[config.mk]
export PLATFORM = sky130hd
export DESIGN_NAME = tmc_regs
export DESIGN_NICKNAME = d
export VERILOG_FILES = /design/src/tmc_pkg.sv /design/src/tmc_half_dec.sv /design/src/tmc_out_gate.sv /design/src/tmc_regs.sv
export SDC_FILE = /design/constraint.sdc
export NUM_CORES = 1
export LEC_CHECK = 0
export BUFFER_PORTS_ARGS = -buffer_cell sky130_fd_sc_hd__buf_2
export CAP_MARGIN = 20
export CORE_MARGIN = 2
export CORE_UTILIZATION = 45
export CTS_BUF_LIST = sky130_fd_sc_hd__clkbuf_8
export DETAILED_ROUTE_END_ITERATION = 8
export MAX_ROUTING_LAYER = met4
export PLACE_DENSITY = 0.79
export SLEW_MARGIN = 10
export SYNTH_ARGS = -nofsm -noshare
export SYNTH_HDL_FRONTEND = slang
export SYNTH_HIERARCHICAL = 1
export SYNTH_SLANG_ARGS = --single-unit
[constraint.sdc]
create_clock -name SYS_CLK_I -period 1.8 [get_ports SYS_CLK_I]
set_clock_uncertainty 0.2 [all_clocks]
set_input_delay 0 -clock SYS_CLK_I [delete_from_list [all_inputs] [get_ports SYS_CLK_I]]
set_output_delay 0 -clock SYS_CLK_I [all_outputs]
set_load 0.1 [all_outputs]
[src/tmc_pkg.sv]
`default_nettype none
package tmc_pkg;
   // register byte offsets
   localparam logic [7:0] CFG_OFS = 8'h00;
   localparam logic [7:0] AMODE_OFS = 8'h04;
   localparam logic [7:0] BMODE_OFS = 8'h08;
   localparam logic [7:0] CTL_OFS = 8'h0c;
   // mode register fields
   localparam int MR_MODE_LSB = 0;
   localparam int MR_CMR_BIT = 2;
   localparam int MR_AMS_BIT = 3;
   localparam int MR_WIDTH = 4;
   localparam int CFG_WIDTH = 3;
   // control register fields
   localparam int CTL_AEN_BIT = 0;
   localparam int CTL_ASTALL_BIT = 1;
   localparam int CTL_AEV_LSB = 2;
   localparam int CTL_RTC_RUN_BIT = 4;
   localparam int CTL_AOTE_BIT = 5;
   localparam int CTL_APWMINV_BIT = 6;
   localparam int CTL_RSV7_BIT = 7;
   localparam int CTL_BEN_BIT = 8;
   localparam int CTL_BSTALL_BIT = 9;
   localparam int CTL_BEV_LSB = 10;
   localparam int CTL_RSV12_BIT = 12;
   localparam int CTL_WIDTH = 13;
   localparam logic [31:0] CTL_WMASK = 32'h0000_0f7f;
   // reset values
   localparam logic [2:0] CFG_RST = 3'h0;
   localparam logic [3:0] MR_RST = 4'h0;
   localparam logic [12:0] CTL_RST = 13'h0000;

   typedef enum logic [2:0] {
      TMC_CFG_32 = 3'b000,
      TMC_CFG_RTC = 3'b001,
      TMC_CFG_RSV2 = 3'b010,
      TMC_CFG_RSV3 = 3'b011,
      TMC_CFG_16 = 3'b100
   } tmc_width_e;

   typedef enum logic [1:0] {
      TMC_MODE_RSV = 2'b00,
      TMC_MODE_ONESHOT = 2'b01,
      TMC_MODE_PERIODIC = 2'b10,
      TMC_MODE_CAPTURE = 2'b11
   } tmc_mode_e;

   typedef enum logic [1:0] {
      TMC_EDGE_RISE = 2'b00,
      TMC_EDGE_FALL = 2'b01,
      TMC_EDGE_RSV = 2'b10,
      TMC_EDGE_BOTH = 2'b11
   } tmc_edge_e;

   // decoded per-half operating setup
   typedef struct packed {
      logic run;
      logic one_shot;
      logic periodic;
      logic capture;
      logic edge_time;
      logic pwm;
      logic rise_edge;
      logic fall_edge;
   } tmc_half_s;

   // plain register bus request
   typedef struct packed {
      logic [7:0] addr;
      logic [31:0] wdata;
      logic wr;
      logic rd;
   } tmc_bus_s;
endpackage : tmc_pkg
`default_nettype wire

[src/tmc_half_dec.sv]
`default_nettype none
module tmc_half_dec
   import tmc_pkg::*;
(
   // configuration
   input wire logic [3:0] mode_i,
   input wire logic [1:0] edge_i,
   input wire logic en_i,
   input wire logic stall_i,
   input wire logic dbg_halt_i,
   input wire logic valid_i,
   // decoded setup
   output tmc_half_s half_o
);
   wire logic [1:0] mfield = mode_i[MR_MODE_LSB +: 2];
   wire logic frozen = stall_i & dbg_halt_i;
   wire logic capture = (mfield == TMC_MODE_CAPTURE);

   assign half_o.run = en_i & valid_i & ~frozen;
   assign half_o.one_shot = (mfield == TMC_MODE_ONESHOT);
   assign half_o.periodic = (mfield == TMC_MODE_PERIODIC);
   // alternate select blocks capture; pwm needs periodic mode with bit two clear
   assign half_o.capture = capture & ~mode_i[MR_AMS_BIT];
   assign half_o.edge_time = mode_i[MR_CMR_BIT];
   assign half_o.pwm = mode_i[MR_AMS_BIT] & ~mode_i[MR_CMR_BIT]
                       & (mfield == TMC_MODE_PERIODIC);
   assign half_o.rise_edge = (edge_i == TMC_EDGE_RISE) ||
                             (edge_i == TMC_EDGE_BOTH);
   assign half_o.fall_edge = (edge_i == TMC_EDGE_FALL) ||
                             (edge_i == TMC_EDGE_BOTH);
endmodule : tmc_half_dec
`default_nettype wire

[src/tmc_out_gate.sv]
`default_nettype none
module tmc_out_gate
   import tmc_pkg::*;
(
   input wire logic pwm_raw_i,
   input wire logic trig_raw_i,
   input wire logic pwm_inv_i,
   input wire logic trig_en_i,
   output logic pwm_o,
   output logic trig_o
);
   assign pwm_o = pwm_raw_i ^ pwm_inv_i;
   assign trig_o = trig_raw_i & trig_en_i;
endmodule : tmc_out_gate
`default_nettype wire

[src/tmc_regs.sv]
// Overview of operation
// - second capture style bit two: count/time
// - mode 1 one-shot, 2 periodic, 3 capture
// - mode meaning follows global width config
// - split config: second mode field governs half
// - 32-bit config: use first mode register
// - edge field: rise, fall, both; 2 reserved
// - stall bit freezes second timer in halt
// - stall bit ignored while processor runs
// - bit eight enables second timer
// - bit six inverts first pwm output
// - bit five enables first adc trigger
// - control bits 12 and 7 read zero
// - config 0 32-bit, 1 rtc, 4-7 split
`default_nettype none
module tmc_regs
   import tmc_pkg::*;
(
   // clock, reset, enable
   input wire logic SYS_CLK_I,
   input wire logic RSTN_I,
   input wire logic CE_I,
   // register port
   input wire logic [7:0] ADDR_I,
   input wire logic [31:0] WDATA_I,
   input wire logic WR_I,
   input wire logic RD_I,
   output logic [31:0] RDATA_O,
   // debugger and first-half raw outputs
   input wire logic DBG_HALT_I,
   input wire logic A_PWM_RAW_I,
   input wire logic A_TRIG_RAW_I,
   // decoded configuration
   output logic [2:0] WIDTH_CFG_O,
   output tmc_half_s A_HALF_O,
   output tmc_half_s B_HALF_O,
   output logic A_PWM_O,
   output logic A_TRIG_O
);
   tmc_bus_s bus;
   logic [2:0] global_width_config_r;
   logic [2:0] global_width_config_nxt;
   logic [3:0] first_timer_mode_reg_r;
   logic [3:0] first_timer_mode_reg_nxt;
   logic [3:0] second_timer_mode_reg_r;
   logic [3:0] second_timer_mode_reg_nxt;
   logic [12:0] timer_control_reg_r;
   logic [12:0] timer_control_reg_nxt;
   logic [31:0] rdata_r;
   logic [31:0] rdata_nxt;

   assign bus = '{addr: ADDR_I, wdata: WDATA_I, wr: WR_I, rd: RD_I};

   // address decode
   wire logic hit_cfg = (bus.addr == CFG_OFS);
   wire logic hit_am = (bus.addr == AMODE_OFS);
   wire logic hit_bm = (bus.addr == BMODE_OFS);
   wire logic hit_ctl = (bus.addr == CTL_OFS);
   wire logic wr_cfg = bus.wr & hit_cfg;
   wire logic wr_am = bus.wr & hit_am;
   wire logic wr_bm = bus.wr & hit_bm;
   wire logic wr_ctl = bus.wr & hit_ctl;
   wire logic [31:0] ctl_wval = bus.wdata & CTL_WMASK;

   assign global_width_config_nxt = wr_cfg ?
      bus.wdata[CFG_WIDTH-1:0] : global_width_config_r;
   assign first_timer_mode_reg_nxt = wr_am ?
      bus.wdata[MR_WIDTH-1:0] : first_timer_mode_reg_r;
   assign second_timer_mode_reg_nxt = wr_bm ?
      bus.wdata[MR_WIDTH-1:0] : second_timer_mode_reg_r;
   assign timer_control_reg_nxt = wr_ctl ?
      ctl_wval[CTL_WIDTH-1:0] : timer_control_reg_r;

   // unmapped addresses read as zero
   wire logic [31:0] rd_mux =
      hit_cfg ? {29'h0, global_width_config_r} :
      hit_am ? {28'h0, first_timer_mode_reg_r} :
      hit_bm ? {28'h0, second_timer_mode_reg_r} :
      hit_ctl ? {19'h0, timer_control_reg_r} : 32'h0;
   assign rdata_nxt = bus.rd ? rd_mux : 32'h0;

   always_ff @(posedge SYS_CLK_I) begin
      if (!RSTN_I) begin
         global_width_config_r <= CFG_RST;
         first_timer_mode_reg_r <= MR_RST;
         second_timer_mode_reg_r <= MR_RST;
         timer_control_reg_r <= CTL_RST;
         rdata_r <= 32'h0;
      end else if (CE_I) begin
         global_width_config_r <= global_width_config_nxt;
         first_timer_mode_reg_r <= first_timer_mode_reg_nxt;
         second_timer_mode_reg_r <= second_timer_mode_reg_nxt;
         timer_control_reg_r <= timer_control_reg_nxt;
         rdata_r <= rdata_nxt;
      end
   end

   assign RDATA_O = rdata_r;
   assign WIDTH_CFG_O = global_width_config_r;

   // width decode: bit 2 marks split halves
   wire logic split16 = global_width_config_r[2];
   wire logic cfg32 = (global_width_config_r == TMC_CFG_32);
   wire logic cfg_rtc = (global_width_config_r == TMC_CFG_RTC);
   wire logic cfg_ok = split16 | cfg32 | cfg_rtc;

   // in 32-bit mode the second mode register is not looked at
   wire logic [3:0] b_mode_eff =
      split16 ? second_timer_mode_reg_r
              : first_timer_mode_reg_r;

   wire logic [1:0] a_edge =
      timer_control_reg_r[CTL_AEV_LSB +: 2];
   wire logic [1:0] b_edge =
      timer_control_reg_r[CTL_BEV_LSB +: 2];

   tmc_half_dec u_dec_a (
      .mode_i(first_timer_mode_reg_r),
      .edge_i(a_edge),
      .en_i(timer_control_reg_r[CTL_AEN_BIT]),
      .stall_i(timer_control_reg_r[CTL_ASTALL_BIT]),
      .dbg_halt_i(DBG_HALT_I),
      .valid_i(cfg_ok),
      .half_o(A_HALF_O)
   );

   // second half runs only as its own 16-bit timer
   tmc_half_dec u_dec_b (
      .mode_i(b_mode_eff),
      .edge_i(b_edge),
      .en_i(timer_control_reg_r[CTL_BEN_BIT]),
      .stall_i(timer_control_reg_r[CTL_BSTALL_BIT]),
      .dbg_halt_i(DBG_HALT_I),
      .valid_i(split16),
      .half_o(B_HALF_O)
   );

   tmc_out_gate u_gate (
      .pwm_raw_i(A_PWM_RAW_I),
      .trig_raw_i(A_TRIG_RAW_I),
      .pwm_inv_i(timer_control_reg_r[CTL_APWMINV_BIT]),
      .trig_en_i(timer_control_reg_r[CTL_AOTE_BIT]),
      .pwm_o(A_PWM_O),
      .trig_o(A_TRIG_O)
   );

   // helper: control was read one cycle back
   logic ctl_rd_prev_r;
   always_ff @(posedge SYS_CLK_I) begin
      if (!RSTN_I)
         ctl_rd_prev_r <= 1'b0;
      else if (CE_I)
         ctl_rd_prev_r <= bus.rd & hit_ctl;
   end

   chk_rsv_bits_zero: assert property (
      @(posedge SYS_CLK_I) disable iff (!RSTN_I)
      ctl_rd_prev_r |-> (RDATA_O[CTL_RSV7_BIT] == 1'b0 &&
                         RDATA_O[CTL_RSV12_BIT] == 1'b0))
      else $error("reserved control bits read nonzero");

   chk_write_lands: assert property (
      @(posedge SYS_CLK_I) disable iff (!RSTN_I)
      (CE_I && wr_bm) |=> (second_timer_mode_reg_r ==
                          $past(bus.wdata[MR_WIDTH-1:0])))
      else $error("mode write did not land next edge");

   chk_b_ignored_32: assert property (
      @(posedge SYS_CLK_I) disable iff (!RSTN_I)
      cfg32 |-> (B_HALF_O.edge_time == first_timer_mode_reg_r[MR_CMR_BIT]))
      else $error("second mode used in 32-bit config");

   chk_b_split_mode: assert property (
      @(posedge SYS_CLK_I) disable iff (!RSTN_I)
      split16 |-> (B_HALF_O.periodic ==
         (second_timer_mode_reg_r[1:0] == TMC_MODE_PERIODIC)))
      else $error("second mode field not followed when split");

   chk_capture_style: assert property (
      @(posedge SYS_CLK_I) disable iff (!RSTN_I)
      split16 |-> (B_HALF_O.edge_time == second_timer_mode_reg_r[2]))
      else $error("capture style mismatch");

   chk_mode_onehot: assert property (
      @(posedge SYS_CLK_I) disable iff (!RSTN_I)
      (split16 && second_timer_mode_reg_r[1:0] == TMC_MODE_ONESHOT)
      |-> (B_HALF_O.one_shot && !B_HALF_O.periodic))
      else $error("one-shot decode wrong");

   chk_edge_both: assert property (
      @(posedge SYS_CLK_I) disable iff (!RSTN_I)
      (b_edge == TMC_EDGE_BOTH) |->
         (B_HALF_O.rise_edge && B_HALF_O.fall_edge))
      else $error("both-edge decode wrong");

   chk_edge_fall_only: assert property (
      @(posedge SYS_CLK_I) disable iff (!RSTN_I)
      (b_edge == TMC_EDGE_FALL) |->
         (!B_HALF_O.rise_edge && B_HALF_O.fall_edge))
      else $error("falling-edge decode wrong");

   chk_stall_freeze: assert property (
      @(posedge SYS_CLK_I) disable iff (!RSTN_I)
      (DBG_HALT_I && timer_control_reg_r[CTL_BSTALL_BIT]) |->
         !B_HALF_O.run)
      else $error("second timer runs while stalled in halt");

   chk_stall_ignored: assert property (
      @(posedge SYS_CLK_I) disable iff (!RSTN_I)
      (!DBG_HALT_I && split16 && timer_control_reg_r[CTL_BEN_BIT]) |->
         B_HALF_O.run)
      else $error("stall acted without debug halt");

   chk_enable_off: assert property (
      @(posedge SYS_CLK_I) disable iff (!RSTN_I)
      !timer_control_reg_r[CTL_BEN_BIT] |-> !B_HALF_O.run)
      else $error("second timer runs while disabled");

   chk_pwm_invert: assert property (
      @(posedge SYS_CLK_I) disable iff (!RSTN_I)
      A_PWM_O == (A_PWM_RAW_I ^ timer_control_reg_r[CTL_APWMINV_BIT]))
      else $error("pwm inversion wrong");

   chk_trig_gate: assert property (
      @(posedge SYS_CLK_I) disable iff (!RSTN_I)
      !timer_control_reg_r[CTL_AOTE_BIT] |-> !A_TRIG_O)
      else $error("adc trigger leaked while disabled");

   chk_cfg_split: assert property (
      @(posedge SYS_CLK_I) disable iff (!RSTN_I)
      !split16 |-> !B_HALF_O.run)
      else $error("second half ran outside split config");

   chk_mode_reserved: assert property (
      @(posedge SYS_CLK_I) disable iff (!RSTN_I)
      (split16 && second_timer_mode_reg_r[1:0] == TMC_MODE_RSV) |->
         !(B_HALF_O.one_shot || B_HALF_O.periodic || B_HALF_O.capture))
      else $error("reserved mode selected a function");

   chk_mode_periodic: assert property (
      @(posedge SYS_CLK_I) disable iff (!RSTN_I)
      (split16 && second_timer_mode_reg_r[1:0] == TMC_MODE_PERIODIC) |->
         (B_HALF_O.periodic && !B_HALF_O.one_shot && !B_HALF_O.capture))
      else $error("periodic decode wrong");

   chk_mode_capture: assert property (
      @(posedge SYS_CLK_I) disable iff (!RSTN_I)
      (split16 && second_timer_mode_reg_r[1:0] == TMC_MODE_CAPTURE &&
       !second_timer_mode_reg_r[MR_AMS_BIT]) |->
         (B_HALF_O.capture && !B_HALF_O.periodic && !B_HALF_O.pwm))
      else $error("capture decode wrong");

   chk_count_style: assert property (
      @(posedge SYS_CLK_I) disable iff (!RSTN_I)
      (split16 && !second_timer_mode_reg_r[MR_CMR_BIT]) |->
         !B_HALF_O.edge_time)
      else $error("edge-count style not selected");

   chk_pwm_select: assert property (
      @(posedge SYS_CLK_I) disable iff (!RSTN_I)
      (split16 && second_timer_mode_reg_r == 4'ha) |->
         (B_HALF_O.pwm && B_HALF_O.periodic && !B_HALF_O.capture))
      else $error("pwm setup not decoded");

   chk_alt_no_capture: assert property (
      @(posedge SYS_CLK_I) disable iff (!RSTN_I)
      (split16 && second_timer_mode_reg_r[MR_AMS_BIT]) |->
         !B_HALF_O.capture)
      else $error("capture flagged with alternate select");

   chk_b_follow_first: assert property (
      @(posedge SYS_CLK_I) disable iff (!RSTN_I)
      cfg32 |-> (B_HALF_O.periodic ==
         (first_timer_mode_reg_r[1:0] == TMC_MODE_PERIODIC)))
      else $error("second decode not from first mode register");

   chk_b_write_ignored: assert property (
      @(posedge SYS_CLK_I) disable iff (!RSTN_I)
      (cfg32 && CE_I && wr_bm) |=> $stable(B_HALF_O))
      else $error("second mode write acted in 32-bit config");

   chk_enable_on: assert property (
      @(posedge SYS_CLK_I) disable iff (!RSTN_I)
      (split16 && timer_control_reg_r[CTL_BEN_BIT] &&
       !timer_control_reg_r[CTL_BSTALL_BIT]) |-> B_HALF_O.run)
      else $error("second timer idle while enabled");

   chk_edge_rise_only: assert property (
      @(posedge SYS_CLK_I) disable iff (!RSTN_I)
      (b_edge == TMC_EDGE_RISE) |->
         (B_HALF_O.rise_edge && !B_HALF_O.fall_edge))
      else $error("rising-edge decode wrong");

   chk_edge_reserved: assert property (
      @(posedge SYS_CLK_I) disable iff (!RSTN_I)
      (b_edge == TMC_EDGE_RSV) |->
         (!B_HALF_O.rise_edge && !B_HALF_O.fall_edge))
      else $error("reserved edge code selected an edge");

   chk_pwm_plain: assert property (
      @(posedge SYS_CLK_I) disable iff (!RSTN_I)
      !timer_control_reg_r[CTL_APWMINV_BIT] |-> (A_PWM_O == A_PWM_RAW_I))
      else $error("pwm output changed while not inverted");

   chk_trig_pass: assert property (
      @(posedge SYS_CLK_I) disable iff (!RSTN_I)
      (timer_control_reg_r[CTL_AOTE_BIT] && A_TRIG_RAW_I) |-> A_TRIG_O)
      else $error("adc trigger lost while enabled");

   chk_rsv_write_ignored: assert property (
      @(posedge SYS_CLK_I) disable iff (!RSTN_I)
      (CE_I && wr_ctl) |=> (timer_control_reg_r[CTL_RSV7_BIT] == 1'b0 &&
                            timer_control_reg_r[CTL_RSV12_BIT] == 1'b0))
      else $error("reserved control bit took a write");

   chk_rdata_upper: assert property (
      @(posedge SYS_CLK_I) disable iff (!RSTN_I)
      ctl_rd_prev_r |-> (RDATA_O[31:CTL_WIDTH] == '0))
      else $error("control read shows bits above the field");

   chk_ctl_write_lands: assert property (
      @(posedge SYS_CLK_I) disable iff (!RSTN_I)
      (CE_I && wr_ctl) |=> (timer_control_reg_r ==
                           $past(ctl_wval[CTL_WIDTH-1:0])))
      else $error("control write did not land next edge");

   chk_cfg_write_lands: assert property (
      @(posedge SYS_CLK_I) disable iff (!RSTN_I)
      (CE_I && wr_cfg) |=> (global_width_config_r ==
                           $past(bus.wdata[CFG_WIDTH-1:0])))
      else $error("config write did not land next edge");

   chk_reset_clears: assert property (
      @(posedge SYS_CLK_I)
      !RSTN_I |=> (timer_control_reg_r == CTL_RST &&
                   second_timer_mode_reg_r == MR_RST &&
                   global_width_config_r == CFG_RST && RDATA_O == 32'h0))
      else $error("reset left a register set");

   chk_ce_freeze: assert property (
      @(posedge SYS_CLK_I) disable iff (!RSTN_I)
      !CE_I |=> ($stable(timer_control_reg_r) && $stable(RDATA_O) &&
                 $stable(second_timer_mode_reg_r)))
      else $error("state moved while clock enable low");

   chk_rdata_idle: assert property (
      @(posedge SYS_CLK_I) disable iff (!RSTN_I)
      (CE_I && !bus.rd) |=> (RDATA_O == 32'h0))
      else $error("read data stood past its cycle");

   cov_split_periodic: cover property (@(posedge SYS_CLK_I)
      split16 && B_HALF_O.periodic && B_HALF_O.run);
   cov_pwm_setup: cover property (@(posedge SYS_CLK_I)
      split16 && B_HALF_O.pwm);
   cov_stalled: cover property (@(posedge SYS_CLK_I)
      DBG_HALT_I && timer_control_reg_r[CTL_BSTALL_BIT]);
   cov_trig_out: cover property (@(posedge SYS_CLK_I) A_TRIG_O);
endmodule : tmc_regs
`default_nettype wire

### Yosys cells after proc, flatten, opt, wreduce, memory -nomap -nowiden

Index checks and enable logic that the tools add are counted.

| word-level totals | value |
|---|---|
| register bits after elaboration | 54 |
| input bits | 48 |
| output and inout port bits | 53 |

| cells by class | value |
|---|---|
| eq/ne operators | 14 |
| muxes and demuxes | 6 |
| bitwise gates (word level) | 26 |
| reduce and logical (&&, ||, !) cells | 12 |

Operators with widths:

| cell | count |
|---|---|
| $mux W12 | 5 |
| $and A1 B1 Y1 | 17 |
| $eq A8 B4 Y1 const B | 2 |
| $eq A2 B2 Y1 const B | 6 |
| $eq A2 B1 Y1 const B | 4 |
| $eq A8 B3 Y1 const B | 1 |
| $logic_not A8 Y1 | 1 |
| $reduce_and A2 Y1 | 4 |
| $not A1 Y1 | 6 |
| $logic_not A2 Y1 | 2 |
| $logic_or A1 B1 Y1 | 4 |
| $mux W4 | 1 |
| $eq A3 B1 Y1 const B | 1 |
| $logic_not A3 Y1 | 1 |
| $or A1 B1 Y1 | 2 |
| $xor A1 B1 Y1 | 1 |

### Logic depth before layout (Yosys ltp)

Gate-level depths: netlist of run 1.

| logic depth | value |
|---|---|
| depth after elaboration | 6 |
| gate-level depth with buffers | 5 |
| gate-level depth less buffers | 4 |

### By module

The synthesis of run 1 kept the hierarchy.

By module, submodules not included:

| module | instances | cells each | area each (um2) | seq. area each (um2) |
|---|---|---|---|---|
| tmc_regs | 1 | 174 | 1540.2 | 660.6 |
| tmc_half_dec | 2 | 12 | 90.1 | 0.0 |
| tmc_out_gate | 1 | 2 | 15.0 | 0.0 |

### Worst setup path after synthesis of run 1

No wires, ideal clock.

| timing path | value |
|---|---|
| kind | reg-to-output |
| start | register global_width_config_r[2] (netlist: WIDTH_CFG_O[2]) |
| end | output port B_HALF_O[2] in the netlist's numbering |
| data arrival time | 3050 ps |
| required time | 1600 ps |
| slack | -1450 ps |
| cell stages (with the launch flop) | 5 |
| path buffers | 1 |
| cell sequence | dfxtp_1 -> clkbuf_1 -> mux2_2 -> nor2b_4 -> and3b_1 |

RTL lines:

| what | RTL line | text |
|---|---|---|
| start: declaration | tmc_regs.sv:41 | `logic [2:0] global_width_config_r;` |
| start signal: assignment | tmc_regs.sv:90 | `global_width_config_r <= global_width_config_nxt;` |
| end: declaration | tmc_regs.sv:36 | `output tmc_half_s B_HALF_O,` |

==> results.ini, run 1 <==
[global_route]
grt_max_degree = 23
grt_overflow = 0
grt.total_usage = 0.207
grt_pass1_vias = 1455
antenna_found_initial = 0
grt_pass1_wl_um = 6670

[floorplan]
fp-row-count = 22
coreArea_um2 = 3690
die_w_um = 66.1
die_h_um = 66.1
initial_core_util = 0.470
die_area_um2 = 4370
num_io_pins = 101

[power]
clkPwrFrac = 0.330
leakagePower_nw = 1.19
power_frac_seq = 0.460
switching_power_mw = 0.526
ir_worst_vdd_uv = 370
swShare = 0.332
p_comb_frac = 0.210
p_int_mw = 1.06
cellPowerDensity_nw_per_um2 = 661
finalPower_mw = 1.59

[timing]
fin_tns_setup_ps = 0
slew_violations = 0
rsz0062_at_grt = false
setup_slack_ps = 58.6
final-hold-violation-count = 0
period_minus_slack_ps = 1740
final-setup-viol-count = 0
hold_slack_ps = 2.45
min_period_over_period = 0.967
clock.fmax_mhz = 574

[routing]
vias = 1599
viasPerCell = 4.89
drc = 0
drt_pass1_iterations = 4
wl_per_cell_um = 12.8
dr.first_iter.drc_count = 139
antenna_left = 0
routed_wl_um = 4200

[synth]
syn-cell-area_um2 = 1740
synthTopCellsByArea = dfxtp_1, buf_4, mux2i_1
synth_top_area_frac = 0.381
ys_async_sr_fraction = 0
synth_edf_count = 0
synth_top_area_cell = dfxtp_1
syn_area_per_cell_um2 = 8.68
synthFlopType = dfxtp_1
seq_area_frac_synth = 0.381
yosys_warnings = 6
ys_seq_elements = 33
ys_types = 34
netlist_instances = 200

[critical_path]
cp-end-kind = output pin
path_max_fanout = 9
worstPathCellList = mux2_2, nor2b_4, and3b_4, buf_12
cp_slowest_cell = dfxtp_4
cp.arrival_ps = 1540
worstSetupPathType = register to output pin
cp.required_ps = 1600
start_kind = register
slowest_delay_ps = 410

[cts]
cts_root_buf = clkbuf_8
cts_setup_buffers = 0
clockBufferDepth = 2
h-tree-depth = 2
path_clk_slew_ps = 60
numCtsBuffers = 5
cts_tree = yes
clock_sinks = 33
clock_latency_ps = 290

[final_layout]
syn_to_final_growth_pct = 38.1
num_antenna_cells = 0
fill_cells = 320
drive_above_1_share = 0.315
stdcell_count = 327
num-nets-final = 330

[outcome]
status = finished, final reports clean

[place]
post-place-cells = 295
port_buffers = 58
place_congestion = 0.856
place_ws_ps = 332
dpl.hpwl_um = 2790

[run]
cap_viol_max_count = 0

[hold_path]
holdCritPathClass = input pin to register

-- cells in the final DEF (no fill, tap or decap), drive strengths merged --
cell	instances
xor2	1
and3b	2
inv	4
ha	4
conb	21
nand3	13
nor4	4
clkinvlp	1
dlymetal6s4s	1
mux2i	14
buf	59
a32oi	1
mux2	4
or2	2
nand2b	3
dfxtp	33
and3	1
o21ai	15
and4	1
a22o	7
and2	2
nor2b	4
and2b	2
nand4	4
clkbuf	7
nand2	35
o31ai	3
nor2	6
a21oi	2
dlygate4sd3	23
-- final cells by class --
class | instances | area (um2) | share of cell area
multi-input combinational | 151 | 968 | 0.404
sequential | 33 | 664 | 0.277
timing repair buffer | 85 | 613 | 0.256
clock buffer | 5 | 68.8 | 0.0287
tap | 48 | 60.1 | 0.0251
clock inverter | 3 | 15.0 | 0.00626
inverter | 2 | 7.51 | 0.00313
-- timing repair --
| action | CTS | global route |
|---|---|---|
| hold endpoints to repair | 26 | 0 |
| hold buffers | 24 | 0 |
| resized for setup | 0 | 5 |
| setup endpoints to repair | 0 | 9 |
-- cells in the mapped netlist (4+ instances only) --
| cell type | number |
|---|---|
| a22o_1 | 7 |
| buf_4 | 23 |
| clkbuf_1 | 8 |
| dfxtp_1 | 33 |
| ha_1 | 4 |
| mux2_2 | 4 |
| mux2i_1 | 14 |
| nand2_1 | 35 |
| nand3_1 | 13 |
| nor2_1 | 6 |
| o21ai_0 | 4 |
| o21ai_1 | 11 |
-- through the flow --
| step | utilization | cell area [um2] |
|---|---|---|
| final | 0.650 | 2400 |
| after global routing | 0.650 | 2400 |
| after CTS | 0.646 | 2380 |
| after detailed placement | 0.558 | 2060 |
| after global placement | 0.558 | 2060 |
| after floorplan | - | 1870 |
-- worst max-delay path: cells and delay by family (launching register included) --
family | cells | cell delay, ps
flip-flops | 1 | 410
buffers and inverters | 1 | 160
AND/OR/NAND/NOR | 2 | 310
multiplexers | 1 | 370
-- power by group through the flow --
stage | logic, mW | registers, mW | clock network [mW]
CTS | 0.327 | 0.729 | 0.529
floorplan | 0.279 | 0.747 | 0
global route | 0.348 | 0.729 | 0.574
finish | 0.333 | 0.729 | 0.523
detailed placement | 0.291 | 0.746 | 0
global placement | 0.290 | 0.746 | 0
-- state kept, by name, summed over array words and instances (netlist names) --
name,count
timer_control_reg_r,11
first_timer_mode_reg_r,4
second_timer_mode_reg_r,4
RDATA_O,11
WIDTH_CFG_O,3
-- cells by family (layout without fill, tap and decap cells) --
family                   after synthesis  in the layout  synth area share
adder cells (fa/ha/maj)                4              4            0.0288
AND/OR/NAND/NOR                       79             79             0.246
XOR/XNOR                               1              1           0.00505
AO/OA/AOI/OAI                         28             28             0.102
flip-flops                            33             33             0.381
other                                  1             21           0.00216
buffers and inverters                 36             95             0.128
multiplexers                          18             18             0.107
-- final timing paths --
| path | start | to | slack [ps] | depth (start not counted) |
|---|---|---|---|---|
| max | WIDTH_CFG_O[2] | B_HALF_O[2] | 60 | 4 |
| min | CE_I | RDATA_O[0] | 2 | 5 |
| max reg2reg | timer_control_reg_r[9] | timer_control_reg_r[9] | 410 | 3 |
| min reg2reg | RDATA_O[0] | RDATA_O[0] | 260 | 2 |
-- routing by layer --
metal / track usage / vias up / share of wire
li1: - / 799 / -
met1: 0.252 / 731 / 0.43
met2: 0.346 / 61 / 0.50
met3: 0.0221 / 8 / 0.049
met4: 0.0918 / 0 / 0.018
met5: - / - / 0
No activity file was read; power rests on OpenSTA's default activity.
==> inputs of run 2 (changes only) <==
- CORE_UTILIZATION: 45 -> 35
- PLACE_DENSITY: 0.79 -> 0.63
- RECOVER_POWER: unset -> 50
==> results.ini, run 2 (synthesis gave the netlist of run 1 again) <==
[floorplan]
die_area_um2 = 5540  ; +27%
initial_core_util = 0.365  ; -0.105
fp-row-count = 25  ; +14%
num_io_pins = 101  ; unchanged
die_h_um = 74.4  ; +13%
die_w_um = 74.4  ; +13%
coreArea_um2 = 4750  ; +29%

[timing]
worst_pin_slew_ps = 541
final-setup-viol-count = 0  ; unchanged
min_period_over_period = 0.959  ; -0.00847
fin_tns_setup_ps = 0  ; unchanged
final-hold-violation-count = 0  ; unchanged
hold_slack_ps = 16.2  ; +13.7 ps
clock.fmax_mhz = 579  ; +0.88%
maxSlewHeadroom = 0.641
slew_violations = 0  ; unchanged
period_minus_slack_ps = 1730  ; -15.2 ps
rsz0062_at_grt = false

[power]
leakagePower_nw = 1.21  ; +1.2%
cellPowerDensity_nw_per_um2 = 646  ; -2.4%
finalPower_mw = 1.59  ; +0.50%
ir_worst_vdd_uv = 367  ; -0.77%

[routing]
antenna_left = 0  ; unchanged
wl_per_cell_um = 12.2  ; -5.3%
drc = 0  ; unchanged
routed_wl_um = 4250  ; +1.1%
viasPerCell = 4.55  ; -7.0%
drt_pass1_iterations = 4  ; unchanged
vias = 1587  ; -0.75%
dr.first_iter.drc_count = 90  ; -35%

[critical_path]
worstSetupStartpoint = WIDTH_CFG_O[2]
path_max_fanout = 8  ; -1
cp.required_ps = 1600  ; about the same
cp_top_family = flip-flops
cp_slowest_cell = dfxtp_4
start_kind = register
cp.arrival_ps = 1530  ; about the same
worstPathCellList = mux2_2, nor2b_4, and3b_4, buf_12
reg2reg_from = timer_control_reg_r[1]
worstSetupPathType = register to output pin
cp-end-kind = output pin
crit_buf_inv = 1  ; unchanged
slowest_delay_ps = 400  ; about the same

[final_layout]
num-nets-final = 333  ; +0.91%
drive_above_1_share = 0.337  ; +0.0215
multi_input_area_um2 = 967  ; -0.13%
layout_commonest_cell = buf_2
mostFrequentLayoutCells = buf_2, nand2_1, dfxtp_1
regArea_um2 = 674  ; +1.5%
syn_to_final_growth_pct = 42.2
fill_cells = 482  ; +51%
fin_area_um2 = 2470  ; +2.9%
num_antenna_cells = 0  ; unchanged

[hold_path]
holdCritPathClass = input pin to register
min_from = ADDR_I[2]

[run]
cap_viol_max_count = 0  ; unchanged

[global_route]
grt_overflow = 0  ; unchanged
antenna_found_initial = 0  ; unchanged
grt_max_degree = 29  ; +26%
grt_pass1_vias = 1473  ; +1.2%
grt.total_usage = 0.167  ; -0.0405
grt_pass1_wl_um = 6740  ; +1.0%

[place]
post_dp_cell_area_um2 = 2100  ; +1.9%
place_congestion = 0.833  ; -2.6%
port_buffers = 58  ; unchanged
dpl.hpwl_um = 3010  ; +7.9%

[cts]
numCtsBuffers = 5  ; unchanged
cts_tree = yes
path_clk_slew_ps = 70  ; about the same
clock_sinks = 33  ; unchanged
clock_latency_ps = 280  ; about the same
clockBufferDepth = 2  ; unchanged
cts_root_buf = clkbuf_8
h-tree-depth = 2  ; unchanged

[outcome]
status = finished, final reports clean

run 2: changes by cell type in the layout (fill, tap and decap cells not counted), sizes merged:
| cell | before | now |
|---|---|---|
| clkinv | 0 | 2 |
| buf | 59 | 54 |
| clkbuf | 7 | 14 |
| inv | 4 | 2 |
| dlymetal6s4s | 1 | 2 |
run 2: path summary, 6_finish.rpt:
kind,slack (ps),cells after the start,to
worst max-delay path,70,4,B_HALF_O[2]
worst min register to register,250,2,RDATA_O[3]
worst min-delay path,20,3,RDATA_O[0]
worst max register to register,90,5,RDATA_O[1]
run 2: timing repair:
action | 4_1_cts | 5_1_grt
hold buffers | 24 | 2
buffers inserted | 0 | 2
gates resized for setup | 0 | 11
endpoints found under the setup margin | 0 | 5
endpoints found under the hold margin | 26 | 5
run 2: worst reg2reg max path: stages, from the launching register on:
cell and delay [ps]:
dfxtp_4 380, mux2i_1 70, nand2_1 80, o21ai_0 110, o31ai_2 250, dlygate4sd3_1 570
run 2: power breakdown:
group,internal (mW),switching [mW]
Combinational,0.0666,0.263
Clock,0.266,0.272
Sequential,0.726,0.000444
run 2: final cells by class:
| class | instances | share of cell area |
|---|---|---|
| clock buffer | 5 | 0.0279 |
| clock inverter | 3 | 0.00710 |
| inverter | 2 | 0.00304 |
| multi-input combinational | 151 | 0.392 |
| sequential | 33 | 0.273 |
| tap | 67 | 0.0340 |
| timing repair buffer | 88 | 0.263 |
run 2: stage by stage:
stage / setup WS, ps / utilization / cells
floorplan: -484 / - / 220
global placement: 329 / 0.441 / 314
detailed placement: 322 / 0.441 / 314
CTS: 18.8 / 0.510 / 346
global route: 3.93 / 0.519 / 349
finish: 73.8 / 0.519 / 349
run 2: per-layer routing:
metal	up-vias	global-route usage	wire (um)
li1	803	-	-
met1	723	0.194	1890
met2	52	0.269	1990
met3	9	0.0407	279
met4	0	0.0794	86
met5	-	-	0
==> inputs of run 3 (changes only) <==
- CORE_MARGIN: 2 -> 1
- SETUP_SLACK_MARGIN: unset -> 0.05
==> results.ini, run 3 (synthesis gave the netlist of run 1 again) <==
[timing]
maxSlewHeadroom = 0.641  ; about the same
setup_slack_ps = 106  ; +31.9 ps
final-hold-violation-count = 0  ; unchanged
period_minus_slack_ps = 1690  ; -31.9 ps
min_period_over_period = 0.941  ; -0.0177
clock.fmax_mhz = 590  ; +1.9%
final-setup-viol-count = 0  ; unchanged
rsz0062_at_grt = false
slew_violations = 0  ; unchanged
worst_pin_slew_ps = 541  ; +0.404 ps

[hold_path]
min_from = ADDR_I[2]
holdCritPathClass = input pin to register

[floorplan]
die_w_um = 72.4  ; -2.7%
die_area_um2 = 5240  ; -5.3%
num_io_pins = 101  ; unchanged
coreArea_um2 = 4750  ; unchanged
die_h_um = 72.4  ; -2.7%
initial_core_util = 0.365  ; unchanged
fp-row-count = 25  ; unchanged

[global_route]
grt_max_degree = 33  ; +14%
antenna_found_initial = 0  ; unchanged
grt_pass1_wl_um = 6270  ; -7.0%
grt_pass1_vias = 1323  ; -10%
grt.total_usage = 0.165  ; -0.00161
grt_overflow = 0  ; unchanged

[power]
ir_worst_vdd_uv = 244  ; -34%
leakagePower_nw = 1.16  ; -3.9%
cellPowerDensity_nw_per_um2 = 655  ; +1.3%

[final_layout]
regArea_um2 = 666  ; -1.3%
stdcell_count = 344  ; -1.4%
drive_above_1_share = 0.325  ; -0.0120
multi_input_area_um2 = 971  ; +0.39%
fill_cells = 481  ; -0.21%
num_antenna_cells = 0  ; unchanged
layout_commonest_cell = buf_2
mostFrequentLayoutCells = buf_2, nand2_1, dfxtp_1
syn_to_final_growth_pct = 37.7
num-nets-final = 328  ; -1.5%

[cts]
cts_tree = yes
clockBufferDepth = 2  ; unchanged
path_clk_slew_ps = 70  ; about the same
h-tree-depth = 2  ; unchanged
numCtsBuffers = 5  ; unchanged
clock_sinks = 33  ; unchanged
clock_latency_ps = 290  ; about the same
cts_root_buf = clkbuf_8

[routing]
vias = 1551  ; -2.3%
antenna_left = 0  ; unchanged
drc = 0  ; unchanged
dr.first_iter.drc_count = 67  ; -26%
wl_per_cell_um = 11.9  ; -1.8%
routed_wl_um = 4110  ; -3.2%
viasPerCell = 4.51  ; -0.85%
drt_pass1_iterations = 4  ; unchanged

[critical_path]
cp.arrival_ps = 1490  ; -40 ps
reg2reg_from = WIDTH_CFG_O[2]
path_max_fanout = 6  ; -2
worstSetupPathType = register to output pin
cp.required_ps = 1600  ; about the same
start_kind = register
cp-end-kind = output pin
worstSetupStartpoint = WIDTH_CFG_O[2]

[place]
post-place-cells = 314  ; unchanged
place_ws_ps = 317  ; -4.41 ps
port_buffers = 58  ; unchanged
place_congestion = 0.820  ; -1.6%
dpl.hpwl_um = 2900  ; -3.5%

[run]
cap_viol_max_count = 0  ; unchanged

[outcome]
status = finished, final reports clean

-- run 3: cell count changes in the layout (fill, tap and decap cells not counted), sizes merged --
cell / before / now
clkinvlp: 1 / 0
inv: 2 / 5
dlygate4sd3: 23 / 19
buf: 54 / 48
dlymetal6s4s: 2 / 0
clkinv: 2 / 0
clkbuf: 14 / 21
-- run 3: final timing paths --
path / to / slack, ps / cells past startpoint
hold reg to reg: timer_control_reg_r[4] / 250 / 2
hold / removal: RDATA_O[1] / 7 / 3
setup reg to reg: WIDTH_CFG_O[2] / 270 / 4
setup / recovery: B_HALF_O[2] / 110 / 4
-- run 3: layer usage --
| layer | up-vias | GRT usage | wire [um] |
|---|---|---|---|
| met4 | 0 | 0.0915 | 93 |
| met2 | 50 | 0.250 | 1880 |
| met5 | - | - | 0 |
| met3 | 9 | 0.0361 | 220 |
| met1 | 698 | 0.203 | 1910 |
| li1 | 794 | - | - |
-- run 3: layout make-up --
cell class | count | area share
tap | 67 | 0.0351
inverter | 2 | 0.00314
timing repair buffer | 83 | 0.243
multi-input combinational | 151 | 0.406
clock inverter | 3 | 0.00471
sequential | 33 | 0.279
clock buffer | 5 | 0.0288
-- run 3: metrics by stage --
step	hold WS (ps)	cell area (um2)	utilization	setup TNS, ps	power [mW]
finish	7.17	2390	0.503	0	1.56
global route	24.7	2390	0.503	0	1.62
global placement	41.8	2100	0.442	0	1.04
floorplan	-67.4	1870	-	-498	1.03
CTS	2.70	2380	0.500	0	1.58
detailed placement	45.3	2100	0.442	0	1.04
-- run 3: what timing repair did --
item,4_1_cts,5_1_grt
endpoints found under the hold margin,26,0
gates cloned,0,0
setup buffers,1,2
pin swaps,0,0
hold buffers,19,0
resized for setup,0,1
setup endpoints to repair,1,1
-- run 3: report_power, final --
part,switching [mW],internal (mW)
registers,0.000426,0.729
clock network,0.253,0.257
logic,0.263,0.0610
-- run 3: critical path, stage by stage, from the launching register on --
cell	delay [ps]
dfxtp_4	380
mux2_2	350
nor2b_4	130
and3b_4	180
buf_12	160
